### config.mk
export PLATFORM = sky130hd
export DESIGN_NAME = tdc_top
export DESIGN_NICKNAME = d
export VERILOG_FILES = /design/src/include/tdc_pkg.sv /design/src/hdl/tdc_sync.sv /design/src/hdl/tdc_top.sv
export SDC_FILE = /design/constraint.sdc
export NUM_CORES = 1
export LEC_CHECK = 0
export ABC_AREA = 1
export BUFFER_PORTS_ARGS = -buffer_cell sky130_fd_sc_hd__buf_2
export CAP_MARGIN = 5
export CORE_UTILIZATION = 35
export CTS_BUF_LIST = sky130_fd_sc_hd__clkbuf_16
export DETAILED_ROUTE_END_ITERATION = 10
export REMOVE_ABC_BUFFERS = 1
export SLEW_MARGIN = 10
export SYNTH_ARGS = -nofsm -noshare
export SYNTH_HDL_FRONTEND = slang
export SYNTH_SLANG_ARGS = --single-unit
### constraint.sdc
create_clock -name mclk -period 21.8 [get_ports mclk]
set_input_delay 4.36 -clock mclk [delete_from_list [all_inputs] [get_ports mclk]]
set_output_delay 4.36 -clock mclk [all_outputs]
set_load 0.05 [all_outputs]
### src/include/tdc_pkg.sv
// Package for the tape character data path and checking logic
package tdc_pkg;
    // Clock and character timing
    localparam int CLK_NS = 20;
    localparam int CHAR_TIME_US = 2000;
    localparam int CHAR_CYC = CHAR_TIME_US * 1000 / CLK_NS;
    localparam int TICKS_PER_CHAR = 10;
    localparam int TICK_CYC = CHAR_CYC / TICKS_PER_CHAR;
    localparam int SKEW_PCT = 45;
    localparam int SKEW_CYC = CHAR_CYC * SKEW_PCT / 100;
    localparam int RDCLK_DELAY_NS = 2000;
    localparam int RDCLK_DELAY_CYC = (RDCLK_DELAY_NS + CLK_NS - 1) / CLK_NS;
    localparam int RAW_TIME_NS = 1900000;
    localparam int RAW_CYC = RAW_TIME_NS / CLK_NS;
    localparam int CNT_W = 20;
    // Spacing in character-clock ticks and character spaces
    localparam logic [7:0] EXPECT_TICKS = 8'h0F;
    localparam logic [7:0] LOST_TICKS = 8'h11;
    localparam logic [7:0] GAP_TICKS = 8'h1E;
    localparam logic [7:0] TICK_SAT = 8'hFF;
    localparam logic [7:0] CHECK_SPACES = 8'h04;
    localparam logic [3:0] SPACE_LAST = 4'h9;
    // Load advance for write-only units
    localparam int BOT_MILS = 3500;
    localparam int STEP_MILS = 5;
    localparam logic [9:0] BOT_STEPS_M1 = 10'(BOT_MILS / STEP_MILS - 1);
    // Track layout
    localparam int TRK_W = 9;
    localparam int PAR7_BIT = 6;
    localparam logic [8:0] CRC_POLY_DEF = 9'h0B1;

    typedef struct packed {
        logic wr_sel;
        logic wr_step;
        logic wr_gap;
        logic [7:0] wr_data;
        logic ring_in;
        logic nine_track;
        logic binary_mode;
        logic load_cmd;
        logic load_point;
        logic rd_cmd;
        logic [TRK_W-1:0] rd_flux;
        logic [TRK_W-1:0] rb_flux;
    } tdc_pins_s;

    typedef struct packed {
        tdc_pins_s meta;
        tdc_pins_s q;
    } tdc_sync_s;

    typedef struct packed {
        logic [TRK_W-1:0] head_pol;
        logic head_pulse;
        logic erase_en;
        logic write_mode;
        logic protect_lamp;
        logic protect_status;
        logic raw_err;
        logic tape_step;
        logic gap_busy;
        logic load_busy;
    } tdc_wr_out_s;

    typedef struct packed {
        logic [TRK_W-1:0] data;
        logic rd_clk;
        logic gap_detect;
        logic par_err;
        logic lrc_err;
        logic lost_err;
    } tdc_rd_out_s;

    typedef struct packed {
        tdc_pins_s pv;
        logic [CNT_W-1:0] sub_div;
        logic tick;
        logic [3:0] sp_cnt;
        logic rd_busy;
        logic [CNT_W-1:0] skew_cnt;
        logic [TRK_W-1:0] acc;
        logic clk_wait;
        logic [CNT_W-1:0] clk_cnt;
        logic [TRK_W-1:0] lrc_acc;
        logic [7:0] gap_cnt;
        logic lost_pend;
        logic blk_open;
        logic [1:0] chk_cnt;
        logic [TRK_W-1:0] wr_char;
        logic [TRK_W-1:0] crc;
        logic raw_busy;
        logic [CNT_W-1:0] raw_cnt;
        logic [TRK_W-1:0] rb_acc;
        logic gseq;
        logic [7:0] gseq_cnt;
        logic ld_over;
        logic [9:0] ld_cnt;
        tdc_wr_out_s wo;
        tdc_rd_out_s ro;
    } tdc_state_s;
endpackage : tdc_pkg

### src/hdl/tdc_sync.sv
// Two-stage synchroniser for all asynchronous pin inputs
`timescale 1ns/10ps
module tdc_sync
    import tdc_pkg::*;
(
    // Clock and reset
    input wire logic mclk,
    input wire logic rst,
    // Pins in, synchronised pins out
    input wire tdc_pins_s pins,
    output tdc_pins_s pins_q
);
    tdc_sync_s st;
    tdc_sync_s next_st;

    always_comb begin
        next_st.meta = pins;
        next_st.q = st.meta;
    end

    always_ff @(posedge mclk or posedge rst) begin
        if (rst) begin
            st <= '0;
        end else begin
            st <= next_st;
        end
    end

    assign pins_q = st.q;
endmodule : tdc_sync

### src/hdl/tdc_top.sv
// Tape character write/read data path with parity, check characters and timing checks
// Summary of operation
// Binary mode uses odd lateral parity always
// Nine-track bytes always carry odd parity
// Block end returns all tracks to reference
// Odd transition count per track flags error
// Check character four spaces after last data
// Nine-track writes append a CRC character
// Character late past 17 ticks flags lost
// Head polarity flips per one bit only
// Read-back mismatch raises write-check error
// Write-check verdict within 1.9 ms of writing
// No ring: no write mode, no erase
// No-ring write attempt lights protect lamp, status
// Read units stop at load point marker
// First flux on any track starts skew delay
// Delay end loads register, clock follows later
// External system strobes data on read clock
// No character for three intervals: gap detect
// Check character shown but clock suppressed
// Error flags hold until next block starts; the write-check error (raw_err) clears at each written character instead
`timescale 1ns/10ps
module tdc_top
    import tdc_pkg::*;
#(
    parameter int TICK_CYC_P = TICK_CYC,
    parameter int SKEW_CYC_P = SKEW_CYC,
    parameter int RAW_CYC_P = RAW_CYC,
    parameter logic [8:0] CRC_POLY = CRC_POLY_DEF,
    parameter bit READ_EQUIPPED = 1'b1
) (
    // Clock and reset
    input wire logic mclk,
    input wire logic rst,
    // Asynchronous pins from the data system and transport
    input wire tdc_pins_s pins,
    // Write side and transport outputs
    output tdc_wr_out_s wr_out,
    // Read side outputs
    output tdc_rd_out_s rd_out
);
    tdc_state_s st;
    tdc_state_s next_st;
    tdc_pins_s sp;

    logic step_e;
    logic gap_e;
    logic load_e;
    logic rdcmd_e;
    logic [TRK_W-1:0] rd_e;
    logic [TRK_W-1:0] rb_e;
    logic odd_req;
    logic [TRK_W-1:0] wch;
    logic space;
    logic wr_go;
    logic emit;
    logic [TRK_W-1:0] ec;
    logic lrc_emit;
    logic crc_emit;
    logic [7:0] lrc_at;
    logic [TRK_W-1:0] accn;
    logic [TRK_W-1:0] lrc_new;
    logic par_bad;
    logic chk_char;
    logic new_blk;
    logic [1:0] chk_last;

    tdc_sync u_sync (
        .mclk(mclk),
        .rst(rst),
        .pins(pins),
        .pins_q(sp)
    );

    function automatic logic [8:0] tdc_crc_step(input logic [8:0] c, input logic [8:0] d);
        logic [8:0] r;
        r = {c[7:0], 1'b0} ^ d;
        if (c[8]) begin
            r = r ^ CRC_POLY;
        end
        return r;
    endfunction : tdc_crc_step

    always_comb begin
        next_st = st;
        next_st.pv = sp;
        step_e = sp.wr_step & ~st.pv.wr_step;
        gap_e = sp.wr_gap & ~st.pv.wr_gap;
        load_e = sp.load_cmd & ~st.pv.load_cmd;
        rdcmd_e = sp.rd_cmd & ~st.pv.rd_cmd;
        rd_e = sp.rd_flux & ~st.pv.rd_flux;
        rb_e = sp.rb_flux & ~st.pv.rb_flux;
        next_st.wo.head_pulse = 1'b0;
        next_st.wo.tape_step = 1'b0;
        next_st.ro.rd_clk = 1'b0;
        next_st.tick = 1'b0;

        // Character-clock tick divider and character-space marker
        if (st.sub_div == CNT_W'(TICK_CYC_P - 1)) begin
            next_st.sub_div = '0;
            next_st.tick = 1'b1;
        end else begin
            next_st.sub_div = st.sub_div + 1'b1;
        end
        space = st.tick && (st.sp_cnt == SPACE_LAST);
        if (st.tick) begin
            next_st.sp_cnt = space ? 4'h0 : st.sp_cnt + 4'h1;
        end

        // Write mode needs the ring; erase follows write mode
        next_st.wo.write_mode = sp.wr_sel & sp.ring_in;
        next_st.wo.erase_en = sp.wr_sel & sp.ring_in;
        if (!sp.ring_in && (sp.wr_sel || step_e || gap_e)) begin
            next_st.wo.protect_lamp = 1'b1;
            next_st.wo.protect_status = 1'b1;
        end else if (sp.ring_in) begin
            next_st.wo.protect_lamp = 1'b0;
            next_st.wo.protect_status = 1'b0;
        end

        // Lateral parity: odd for binary and nine-track, even for seven-track BCD
        odd_req = sp.nine_track | sp.binary_mode;
        if (sp.nine_track) begin
            wch = {~^sp.wr_data, sp.wr_data};
        end else begin
            wch = {2'b00, (odd_req ? ~^sp.wr_data[5:0] : ^sp.wr_data[5:0]),
                   sp.wr_data[5:0]};
        end

        // Write-check window; steps inside it are ignored
        if (st.raw_busy) begin
            next_st.rb_acc = st.rb_acc | rb_e;
            next_st.raw_cnt = st.raw_cnt + 1'b1;
            if (st.raw_cnt == CNT_W'(RAW_CYC_P - 1)) begin
                next_st.raw_busy = 1'b0;
                next_st.wo.raw_err = ((st.rb_acc | rb_e) != st.wr_char);
            end
        end

        // Gap sequence: CRC then LRC, or LRC alone, at fixed spacing
        lrc_at = sp.nine_track ? 8'(CHECK_SPACES + CHECK_SPACES) : CHECK_SPACES;
        crc_emit = 1'b0;
        lrc_emit = 1'b0;
        if (st.gseq && space) begin
            next_st.gseq_cnt = st.gseq_cnt + 8'h01;
            next_st.wo.tape_step = 1'b1;
            if (sp.nine_track && (next_st.gseq_cnt == CHECK_SPACES)) begin
                crc_emit = st.wo.write_mode;
            end
            if (next_st.gseq_cnt == lrc_at) begin
                lrc_emit = st.wo.write_mode;
                next_st.gseq = 1'b0;
                next_st.wo.gap_busy = 1'b0;
                next_st.crc = '0;
            end
        end

        wr_go = st.wo.write_mode && !st.raw_busy && !st.gseq;
        emit = 1'b0;
        ec = '0;
        if (step_e && wr_go) begin
            emit = 1'b1;
            ec = wch;
            if (sp.nine_track) begin
                next_st.crc = tdc_crc_step(st.crc, wch);
            end
        end else if (gap_e && wr_go) begin
            next_st.gseq = 1'b1;
            next_st.gseq_cnt = '0;
            next_st.wo.gap_busy = 1'b1;
        end else if (crc_emit) begin
            emit = 1'b1;
            ec = st.crc;
        end else if (lrc_emit) begin
            emit = 1'b1;
            ec = st.wo.head_pol;
        end
        if (emit) begin
            // Polarity flip-flops toggle only where a one is written
            next_st.wo.head_pol = st.wo.head_pol ^ ec;
            next_st.wo.head_pulse = 1'b1;
            next_st.wo.tape_step = 1'b1;
            next_st.wr_char = ec;
            next_st.raw_busy = 1'b1;
            next_st.raw_cnt = '0;
            next_st.rb_acc = '0;
            next_st.wo.raw_err = 1'b0;
        end

        // Loading: read units stop on the marker, write-only units advance on
        if (load_e && !st.wo.load_busy) begin
            next_st.wo.load_busy = 1'b1;
            next_st.ld_over = 1'b0;
            next_st.ld_cnt = '0;
        end else if (st.wo.load_busy && !st.ld_over && sp.load_point) begin
            next_st.wo.load_busy = !READ_EQUIPPED;
            next_st.ld_over = !READ_EQUIPPED;
        end else if (st.wo.load_busy && space) begin
            next_st.wo.tape_step = 1'b1;
            if (st.ld_over) begin
                next_st.ld_cnt = st.ld_cnt + 10'h001;
                if (st.ld_cnt == BOT_STEPS_M1) begin
                    next_st.wo.load_busy = 1'b0;
                end
            end
        end

        // Gap and lost-character timing in character-clock ticks
        if (rdcmd_e) begin
            next_st.gap_cnt = '0;
        end else if (sp.rd_cmd && st.tick && st.gap_cnt != TICK_SAT) begin
            next_st.gap_cnt = st.gap_cnt + 8'h01;
        end
        if (next_st.gap_cnt >= GAP_TICKS) begin
            next_st.ro.gap_detect = 1'b1;
        end
        if (st.blk_open && next_st.gap_cnt >= LOST_TICKS) begin
            next_st.lost_pend = 1'b1;
        end

        // Skew delay from first flux on any track, then load register
        accn = st.acc | rd_e;
        lrc_new = st.lrc_acc ^ accn;
        par_bad = sp.nine_track ? ~^accn : ((^accn[PAR7_BIT:0]) != odd_req);
        chk_last = sp.nine_track ? 2'b01 : 2'b00;
        chk_char = 1'b0;
        new_blk = 1'b0;
        if (!st.rd_busy) begin
            if (|rd_e) begin
                next_st.rd_busy = 1'b1;
                next_st.skew_cnt = '0;
                next_st.acc = rd_e;
            end
        end else begin
            next_st.acc = accn;
            next_st.skew_cnt = st.skew_cnt + 1'b1;
            if (st.skew_cnt == CNT_W'(SKEW_CYC_P - 1)) begin
                next_st.rd_busy = 1'b0;
                next_st.ro.data = accn;
                next_st.gap_cnt = '0;
                next_st.ro.gap_detect = 1'b0;
                next_st.lost_pend = 1'b0;
                next_st.lrc_acc = lrc_new;
                if (st.ro.gap_detect && st.blk_open) begin
                    chk_char = 1'b1;
                    next_st.chk_cnt = st.chk_cnt + 2'b01;
                    if (st.chk_cnt == chk_last) begin
                        next_st.blk_open = 1'b0;
                        next_st.ro.lrc_err = st.ro.lrc_err | (|lrc_new);
                    end
                end else if (!st.blk_open) begin
                    new_blk = 1'b1;
                    next_st.blk_open = 1'b1;
                    next_st.chk_cnt = '0;
                    next_st.lrc_acc = accn;
                    next_st.ro.par_err = par_bad;
                    next_st.ro.lrc_err = 1'b0;
                    next_st.ro.lost_err = 1'b0;
                end else begin
                    next_st.ro.par_err = st.ro.par_err | par_bad;
                    next_st.ro.lost_err = st.ro.lost_err | st.lost_pend;
                end
                if (!chk_char) begin
                    next_st.clk_wait = 1'b1;
                    next_st.clk_cnt = '0;
                end
            end
        end

        // Read clock a short time after the register settles
        if (st.clk_wait) begin
            next_st.clk_cnt = st.clk_cnt + 1'b1;
            if (st.clk_cnt == CNT_W'(RDCLK_DELAY_CYC - 1)) begin
                next_st.clk_wait = 1'b0;
                next_st.ro.rd_clk = 1'b1;
            end
        end
    end

    always_ff @(posedge mclk or posedge rst) begin
        if (rst) begin
            st <= '0;
        end else begin
            st <= next_st;
        end
    end

    assign wr_out = st.wo;
    assign rd_out = st.ro;

    property p_pulse_needs_mode;
        @(posedge mclk) disable iff (rst) st.wo.head_pulse |-> $past(st.wo.write_mode);
    endproperty
    a_pulse_needs_mode: assert property (p_pulse_needs_mode)
        else $error("write pulse without write mode");

    property p_erase_needs_ring;
        @(posedge mclk) disable iff (rst) st.wo.erase_en |-> $past(sp.ring_in);
    endproperty
    a_erase_needs_ring: assert property (p_erase_needs_ring)
        else $error("erase enabled without protect ring");

    property p_protect_lamp;
        @(posedge mclk) disable iff (rst)
            (!sp.ring_in && sp.wr_sel) |=> (st.wo.protect_lamp && st.wo.protect_status);
    endproperty
    a_protect_lamp: assert property (p_protect_lamp)
        else $error("protect indication missing");

    property p_nine_odd;
        @(posedge mclk) disable iff (rst)
            ($past(step_e && wr_go) && $past(sp.nine_track) && st.wo.head_pulse) |-> (^st.wr_char);
    endproperty
    a_nine_odd: assert property (p_nine_odd)
        else $error("nine-track byte written with even parity");

    property p_binary_odd;
        @(posedge mclk) disable iff (rst)
            ($past(step_e && wr_go) && $past(sp.binary_mode) && !$past(sp.nine_track)
             && st.wo.head_pulse) |-> (^st.wr_char[PAR7_BIT:0]);
    endproperty
    a_binary_odd: assert property (p_binary_odd)
        else $error("binary character written with even parity");

    property p_reference;
        @(posedge mclk) disable iff (rst) lrc_emit |=> (st.wo.head_pol == '0) && st.wo.head_pulse;
    endproperty
    a_reference: assert property (p_reference)
        else $error("tracks not at reference after check character");

    property p_lrc_spacing;
        @(posedge mclk) disable iff (rst) lrc_emit |-> (st.gseq_cnt + 8'h01 == lrc_at);
    endproperty
    a_lrc_spacing: assert property (p_lrc_spacing)
        else $error("check character misplaced");

    property p_raw_bound;
        @(posedge mclk) disable iff (rst) st.raw_busy |-> (st.raw_cnt < CNT_W'(RAW_CYC_P));
    endproperty
    a_raw_bound: assert property (p_raw_bound)
        else $error("write-check verdict late");

    property p_lost_time;
        @(posedge mclk) disable iff (rst) $rose(st.lost_pend) |-> (st.gap_cnt >= LOST_TICKS);
    endproperty
    a_lost_time: assert property (p_lost_time)
        else $error("lost character flagged early");

    property p_gap_time;
        @(posedge mclk) disable iff (rst) $rose(st.ro.gap_detect) |-> (st.gap_cnt >= GAP_TICKS);
    endproperty
    a_gap_time: assert property (p_gap_time)
        else $error("gap detect raised early");

    property p_data_on_skew;
        @(posedge mclk) disable iff (rst) $changed(st.ro.data) |-> $past(st.rd_busy);
    endproperty
    a_data_on_skew: assert property (p_data_on_skew)
        else $error("output register changed outside skew delay");

    property p_clk_after_data;
        @(posedge mclk) disable iff (rst) st.ro.rd_clk |-> $stable(st.ro.data) && !st.rd_busy;
    endproperty
    a_clk_after_data: assert property (p_clk_after_data)
        else $error("read clock while data moving");

    property p_check_no_clock;
        @(posedge mclk) disable iff (rst) chk_char |=> !st.clk_wait;
    endproperty
    a_check_no_clock: assert property (p_check_no_clock)
        else $error("read clock armed for check character");

    property p_sticky;
        @(posedge mclk) disable iff (rst) $fell(st.ro.par_err) |-> $past(new_blk);
    endproperty
    a_sticky: assert property (p_sticky)
        else $error("parity error cleared inside a block");
endmodule : tdc_top

Word level (Yosys, flattened, before mapping)
Index checks and enable logic that the tools add are counted.
{"block": "word_totals", "regBits": 288, "latch_bits": 0, "ramBits": 0, "romBits": 0, "in_bits": 37, "output_inout_bits": 32, "elab_cells": 255, "memories": 0}
{"block": "classes", "addsub": 9, "n_mul": 0, "div_mod_pow": 0, "magnitude_cmp": 2, "n_eq_ne": 16, "shifts": 0, "n_mux": 86, "bitwise": 24, "reduce_logical": 51}
{"operator": "2-to-1 mux 9 bit", "count": 14}
{"operator": "2-to-1 mux 30 bit", "count": 4}
{"operator": "2-to-1 mux 42 bit", "count": 2}
{"operator": "adder 20 x 1 -> 20 bit, second input constant", "count": 4}
{"operator": "2-to-1 mux 1 bit", "count": 46}
{"operator": "2-to-1 mux 21 bit", "count": 2}
{"operator": "2-to-1 mux 10 bit", "count": 3}
{"operator": "bitwise XOR 9 bit", "count": 3}
{"operator": "2-to-1 mux 8 bit", "count": 3}
{"operator": "== test 20 x 14 -> 1 bit, second input constant", "count": 1}
{"operator": "== test 20 x 16 -> 1 bit, second input constant", "count": 1}
{"operator": "== test 20 x 17 -> 1 bit, second input constant", "count": 1}
{"operator": "== test 20 x 7 -> 1 bit, second input constant", "count": 1}
{"operator": "2-to-1 mux 20 bit", "count": 1}
{"operator": "AND 9 bit", "count": 2}
{"operator": "inverter 9 bit", "count": 2}
{"operator": "OR 9 bit", "count": 2}
{"operator": "AND reduction 3 bit", "count": 6}
{"operator": "nonzero test 2 bit", "count": 9}
{"operator": "OR reduction 9 bit", "count": 2}
{"operator": "adder 8 x 1 -> 8 bit, second input constant", "count": 2}
{"operator": ">= comparator 8 x 5 -> 1 bit, second input constant", "count": 2}
{"operator": "logical AND 1 bit", "count": 16}
{"operator": "2-to-1 mux 4 bit", "count": 4}
{"operator": "30 further kinds", "count": 55}

Logic depth before layout (Yosys ltp)
{"block": "depth", "word_depth": 12, "depth_mapped": 15, "mapped_depth_nobuf": 15}

Modules after synthesis
A second synthesis with hierarchy kept.
{"block": "unflattened", "hier_cells": 1464, "area_unflattened_um2": 12689.7}
{"module": "tdc_top", "instances": 1, "cells_per_inst": 1393, "area_per_inst_um2": 10934.2, "seq_area_each_um2": 5154.9}
{"module": "tdc_sync", "instances": 1, "cells_per_inst": 71, "area_per_inst_um2": 1755.4, "seq_area_each_um2": 1751.7}

Worst setup path before layout
Ideal clock, no wire load.
{"block": "synth_timing", "path_type": "reg2out", "startpoint": "register st, in the netlist rd_out[3]", "endpoint": "output port rd_out[3] in the netlist's numbering", "t_arrival_ns": 0.581, "required_time_ns": 17.440, "path_slack_ns": 16.859, "path_stages_with_launch": 2, "n_path_buf": 1, "cell_sequence": "dfrtp_1 -> buf_4"}
{"item": "start: declaration", "line": "tdc_top.sv:42", "rtl": "tdc_state_s st;"}
{"item": "start signal: assignment", "line": "tdc_top.sv:284", "rtl": "st <= next_st;"}
{"item": "end: declaration", "line": "tdc_top.sv:40", "rtl": "output tdc_rd_out_s rd_out"}
No word-level cell between the ends.

==> flow_metrics.env <==
export IMPL_antenna_found_initial=0
export IMPL_clock_skew_ns=0.02827
export IMPL_synth_area_leader_cell="dfrtp_1"
export IMPL_worstSetupStartpointType="register"
export IMPL_path_buf_inv=1
export IMPL_layout_drive_gt1_share=0.09316
export IMPL_synthArstFlopShare=1.000
export IMPL_start_util=0.3549
export IMPL_max_stage_delay_ns=0.43
export IMPL_cp_depth=1
export IMPL_status="complete, but fails checks"
export IMPL_power_total_mw=1.338
export IMPL_hold_viol=0
export IMPL_grt_max_degree=151
export IMPL_hold_path_depth=0
export IMPL_hold_path_startpoint="u_sync.next_st[17]$_DFF_PP0_"
export IMPL_dpl_cell_area_um2=13180
export IMPL_post_cts_buffers=0
export IMPL_tightest_slew_ns=1.032
export IMPL_synth_area_leaders="dfrtp_1 55%, nand2_1 10%, inv_1 6.2%"
export IMPL_fin_area_um2=14330
export IMPL_critical_path_arrival_ns=1.25
export IMPL_cts_resized=0
export IMPL_dp_cells=1935
export IMPL_detail_route_vias_per_cell=4.652
export IMPL_ios=69
export IMPL_powerDensity_nw_per_um2=93.33
export IMPL_clkTransAtPathRegs_ns=0.05
export IMPL_utilization=0.4039
export IMPL_nNetsFinal=1555
export IMPL_path_cells="buf_2"
export IMPL_overflow=0
export IMPL_tns_ns=0
export IMPL_ys_seq_elements=276
export IMPL_cp_end_kind="output pin"
export IMPL_slew_headroom=0.3121
export IMPL_synth_avg_cell_area_um2=8.643
export IMPL_numCtsBuffers=34
export IMPL_grt_pass1_wl_um=44150
export IMPL_timing_final_ws_setup_ns=16.19
export IMPL_routed_wl_um=25750
export IMPL_dieArea_um2=36740
export IMPL_cts_root_buffer="clkbuf_16"
export IMPL_min_period_over_period=0.2575
export IMPL_max_vdd_ir_drop_v=0.00008385
export IMPL_fmax_mhz=178.2
export IMPL_synth_edf_count=0
export IMPL_grt_pass1_vias=9119
export IMPL_pre_cts_ws_ns=15.55
export IMPL_r2r_cells=8
export IMPL_hold_ws_ns=0.3464
export IMPL_rsz0062_at_grt="no"
export IMPL_ant_nets=0
export IMPL_seq_area_frac_synth=0.5484
export IMPL_wl_per_cell_um=12.90
export IMPL_crit_path_top_delay_cell="dfrtp_1"
export IMPL_gp_congestion=0.8374
export IMPL_finalSetupViolCount=0
export IMPL_diodes=0
export IMPL_fin_crit_ns=5.613
export IMPL_drv_cap=0
export IMPL_fp_dieW_um=191.7
export IMPL_ys_flop_type="dfrtp_1"
export IMPL_clk_path_buf_depth=3
export IMPL_place_hpwl_um=17990
export IMPL_synth_warnings=0
export IMPL_slew_viol_final=0
export IMPL_clock_latency_ns=0.54
export IMPL_vias=9285
export IMPL_cts_hold_buf=0
export IMPL_drt_iter0_drc=556
export IMPL_placementRows=69
export IMPL_cts_tree="built"
export IMPL_fp_dieH_um=191.7
export IMPL_final_cells=1996
export IMPL_firstDrtPassIters=8
export IMPL_nFillCells=3489
export IMPL_synth_top_cell_area_share=0.5484
export IMPL_worstPathMaxFanout=4
export IMPL_leakagePower_nw=7.157
export IMPL_crit_family="flip-flops"
export IMPL_path_class="reg -> out"
export IMPL_yosysUniqueCellTypes=48
export IMPL_startpoint="wr_out[6]$_DFF_PP0_"
export IMPL_syn_cell_area_um2=12590
export IMPL_rr_startpoint="st[81]$_DFF_PP0_"
export IMPL_violations="design-rule violations"
export IMPL_grt_usage=0.1489
export IMPL_portBuffers=68
export IMPL_hold_path_class="reg -> reg"
export IMPL_crit_required_ns=17.44
export IMPL_area_delta_synth_final_pct=13.81
export IMPL_ctsHtreeMaxLevel=2
export IMPL_drc=2
export IMPL_cts_sinks=276
export IMPL_core_area_um2=35480
export IMPL_synth_cells=1457
-- routing by layer --
layer  up-vias  track usage  share of wire  wire length (um)
met5         -            0              0                 0
met4         0      0.05525          0.030               760
met3        50      0.03234          0.042              1070
met2       150       0.2401           0.46             11870
met1      4347       0.1956           0.47             12050
li1       4738            -              -                 -
-- sequential cells by signal, summed over array words and instances (netlist names) --
register,flops
u_sync.pins_q,35
u_sync.next_st,35
st,176
rd_out,14
wr_out,16
-- worst register-to-register path, cell delays in order, from the launching register on --
cell	delay (ns)
dfrtp_1	0.65
nor3_1	0.30
inv_1	0.10
nor2_1	0.71
inv_1	0.18
nand3_2	0.58
inv_2	0.26
nand2_1	0.12
nand3_1	0.07
-- logic make-up (layout without fill, tap and decap cells) --
| logic type | count (synthesis) | in the layout | share of synthesized area |
|---|---|---|---|
| mux | 4 | 4 | 0.003179 |
| xor+xnor | 62 | 62 | 0.04312 |
| flops | 276 | 276 | 0.5484 |
| buf+inv | 264 | 342 | 0.09091 |
| fa+ha+maj | 8 | 8 | 0.007949 |
| simple gates | 691 | 691 | 0.2410 |
| compound gates | 152 | 152 | 0.06538 |
-- power by group --
group	internal [mW]	switching [mW]
clock	0.358	0.220
combinational	0.0546	0.108
sequential	0.559	0.0388
total	0.971	0.367
-- synthesized netlist by cell type, types with 6 or more instances --
library cell  instances
a21oi_1              62
buf_4                36
clkbuf_1             12
dfrtp_1             276
ha_1                  8
inv_1               208
nand2_1             336
nand3_1              94
nand4_1              36
nor2_1              137
nor3_1               41
nor4_1               13
o21ai_0              58
o21ai_1               6
o22ai_1               9
or2_2                 6
xnor2_1              22
xor2_1               40
-- final cells by class --
| class | instances | area, um2 | area share |
|---|---|---|---|
| repair buffers | 70 | 355.3 | 0.02479 |
| multi-input cells | 917 | 4542 | 0.3169 |
| well taps | 461 | 576.8 | 0.04024 |
| clock inverters | 27 | 301.5 | 0.02104 |
| clock buffers | 34 | 850.8 | 0.05936 |
| flip-flops and latches | 276 | 6907 | 0.4819 |
| inverters | 211 | 799.5 | 0.05578 |
-- path summary, 6_finish.rpt --
kind	to	slack (ns)
worst max-delay path	wr_out[7]	16.19
worst min-delay path	u_sync.pins_q[17]$_DFF_PP0_	0.35
worst max register to register	st[93]$_DFFE_PP0N_	18.71
worst min register to register	u_sync.pins_q[17]$_DFF_PP0_	0.35
max in group asynchronous	wr_out[2]$_DFF_PP0_	16.27
min in group asynchronous	u_sync.next_st[23]$_DFF_PP0_	4.04
-- layout by cell type, fill, tap and decap left out, types with 3 or more instances in the layout --
| master | n |
|---|---|
| a21oi_1 | 62 |
| buf_2 | 68 |
| bufinv_16 | 6 |
| clkbuf_16 | 34 |
| clkinv_1 | 9 |
| clkinv_2 | 3 |
| dfrtp_1 | 276 |
| ha_1 | 8 |
| inv_1 | 212 |
| inv_6 | 3 |
| mux2i_1 | 4 |
| nand2_1 | 336 |
| nand2_2 | 5 |
| nand3_1 | 94 |
| nand3b_1 | 4 |
| nand4_1 | 36 |
| nor2_1 | 137 |
| nor2_4 | 3 |
| nor3_1 | 41 |
| nor3b_1 | 4 |
| nor4_1 | 13 |
| o211ai_1 | 3 |
| o21ai_0 | 58 |
| o21ai_1 | 6 |
| o22ai_1 | 9 |
| or2_2 | 6 |
| xnor2_1 | 22 |
| xor2_1 | 40 |
No activity file was read; power rests on OpenSTA's default activity.
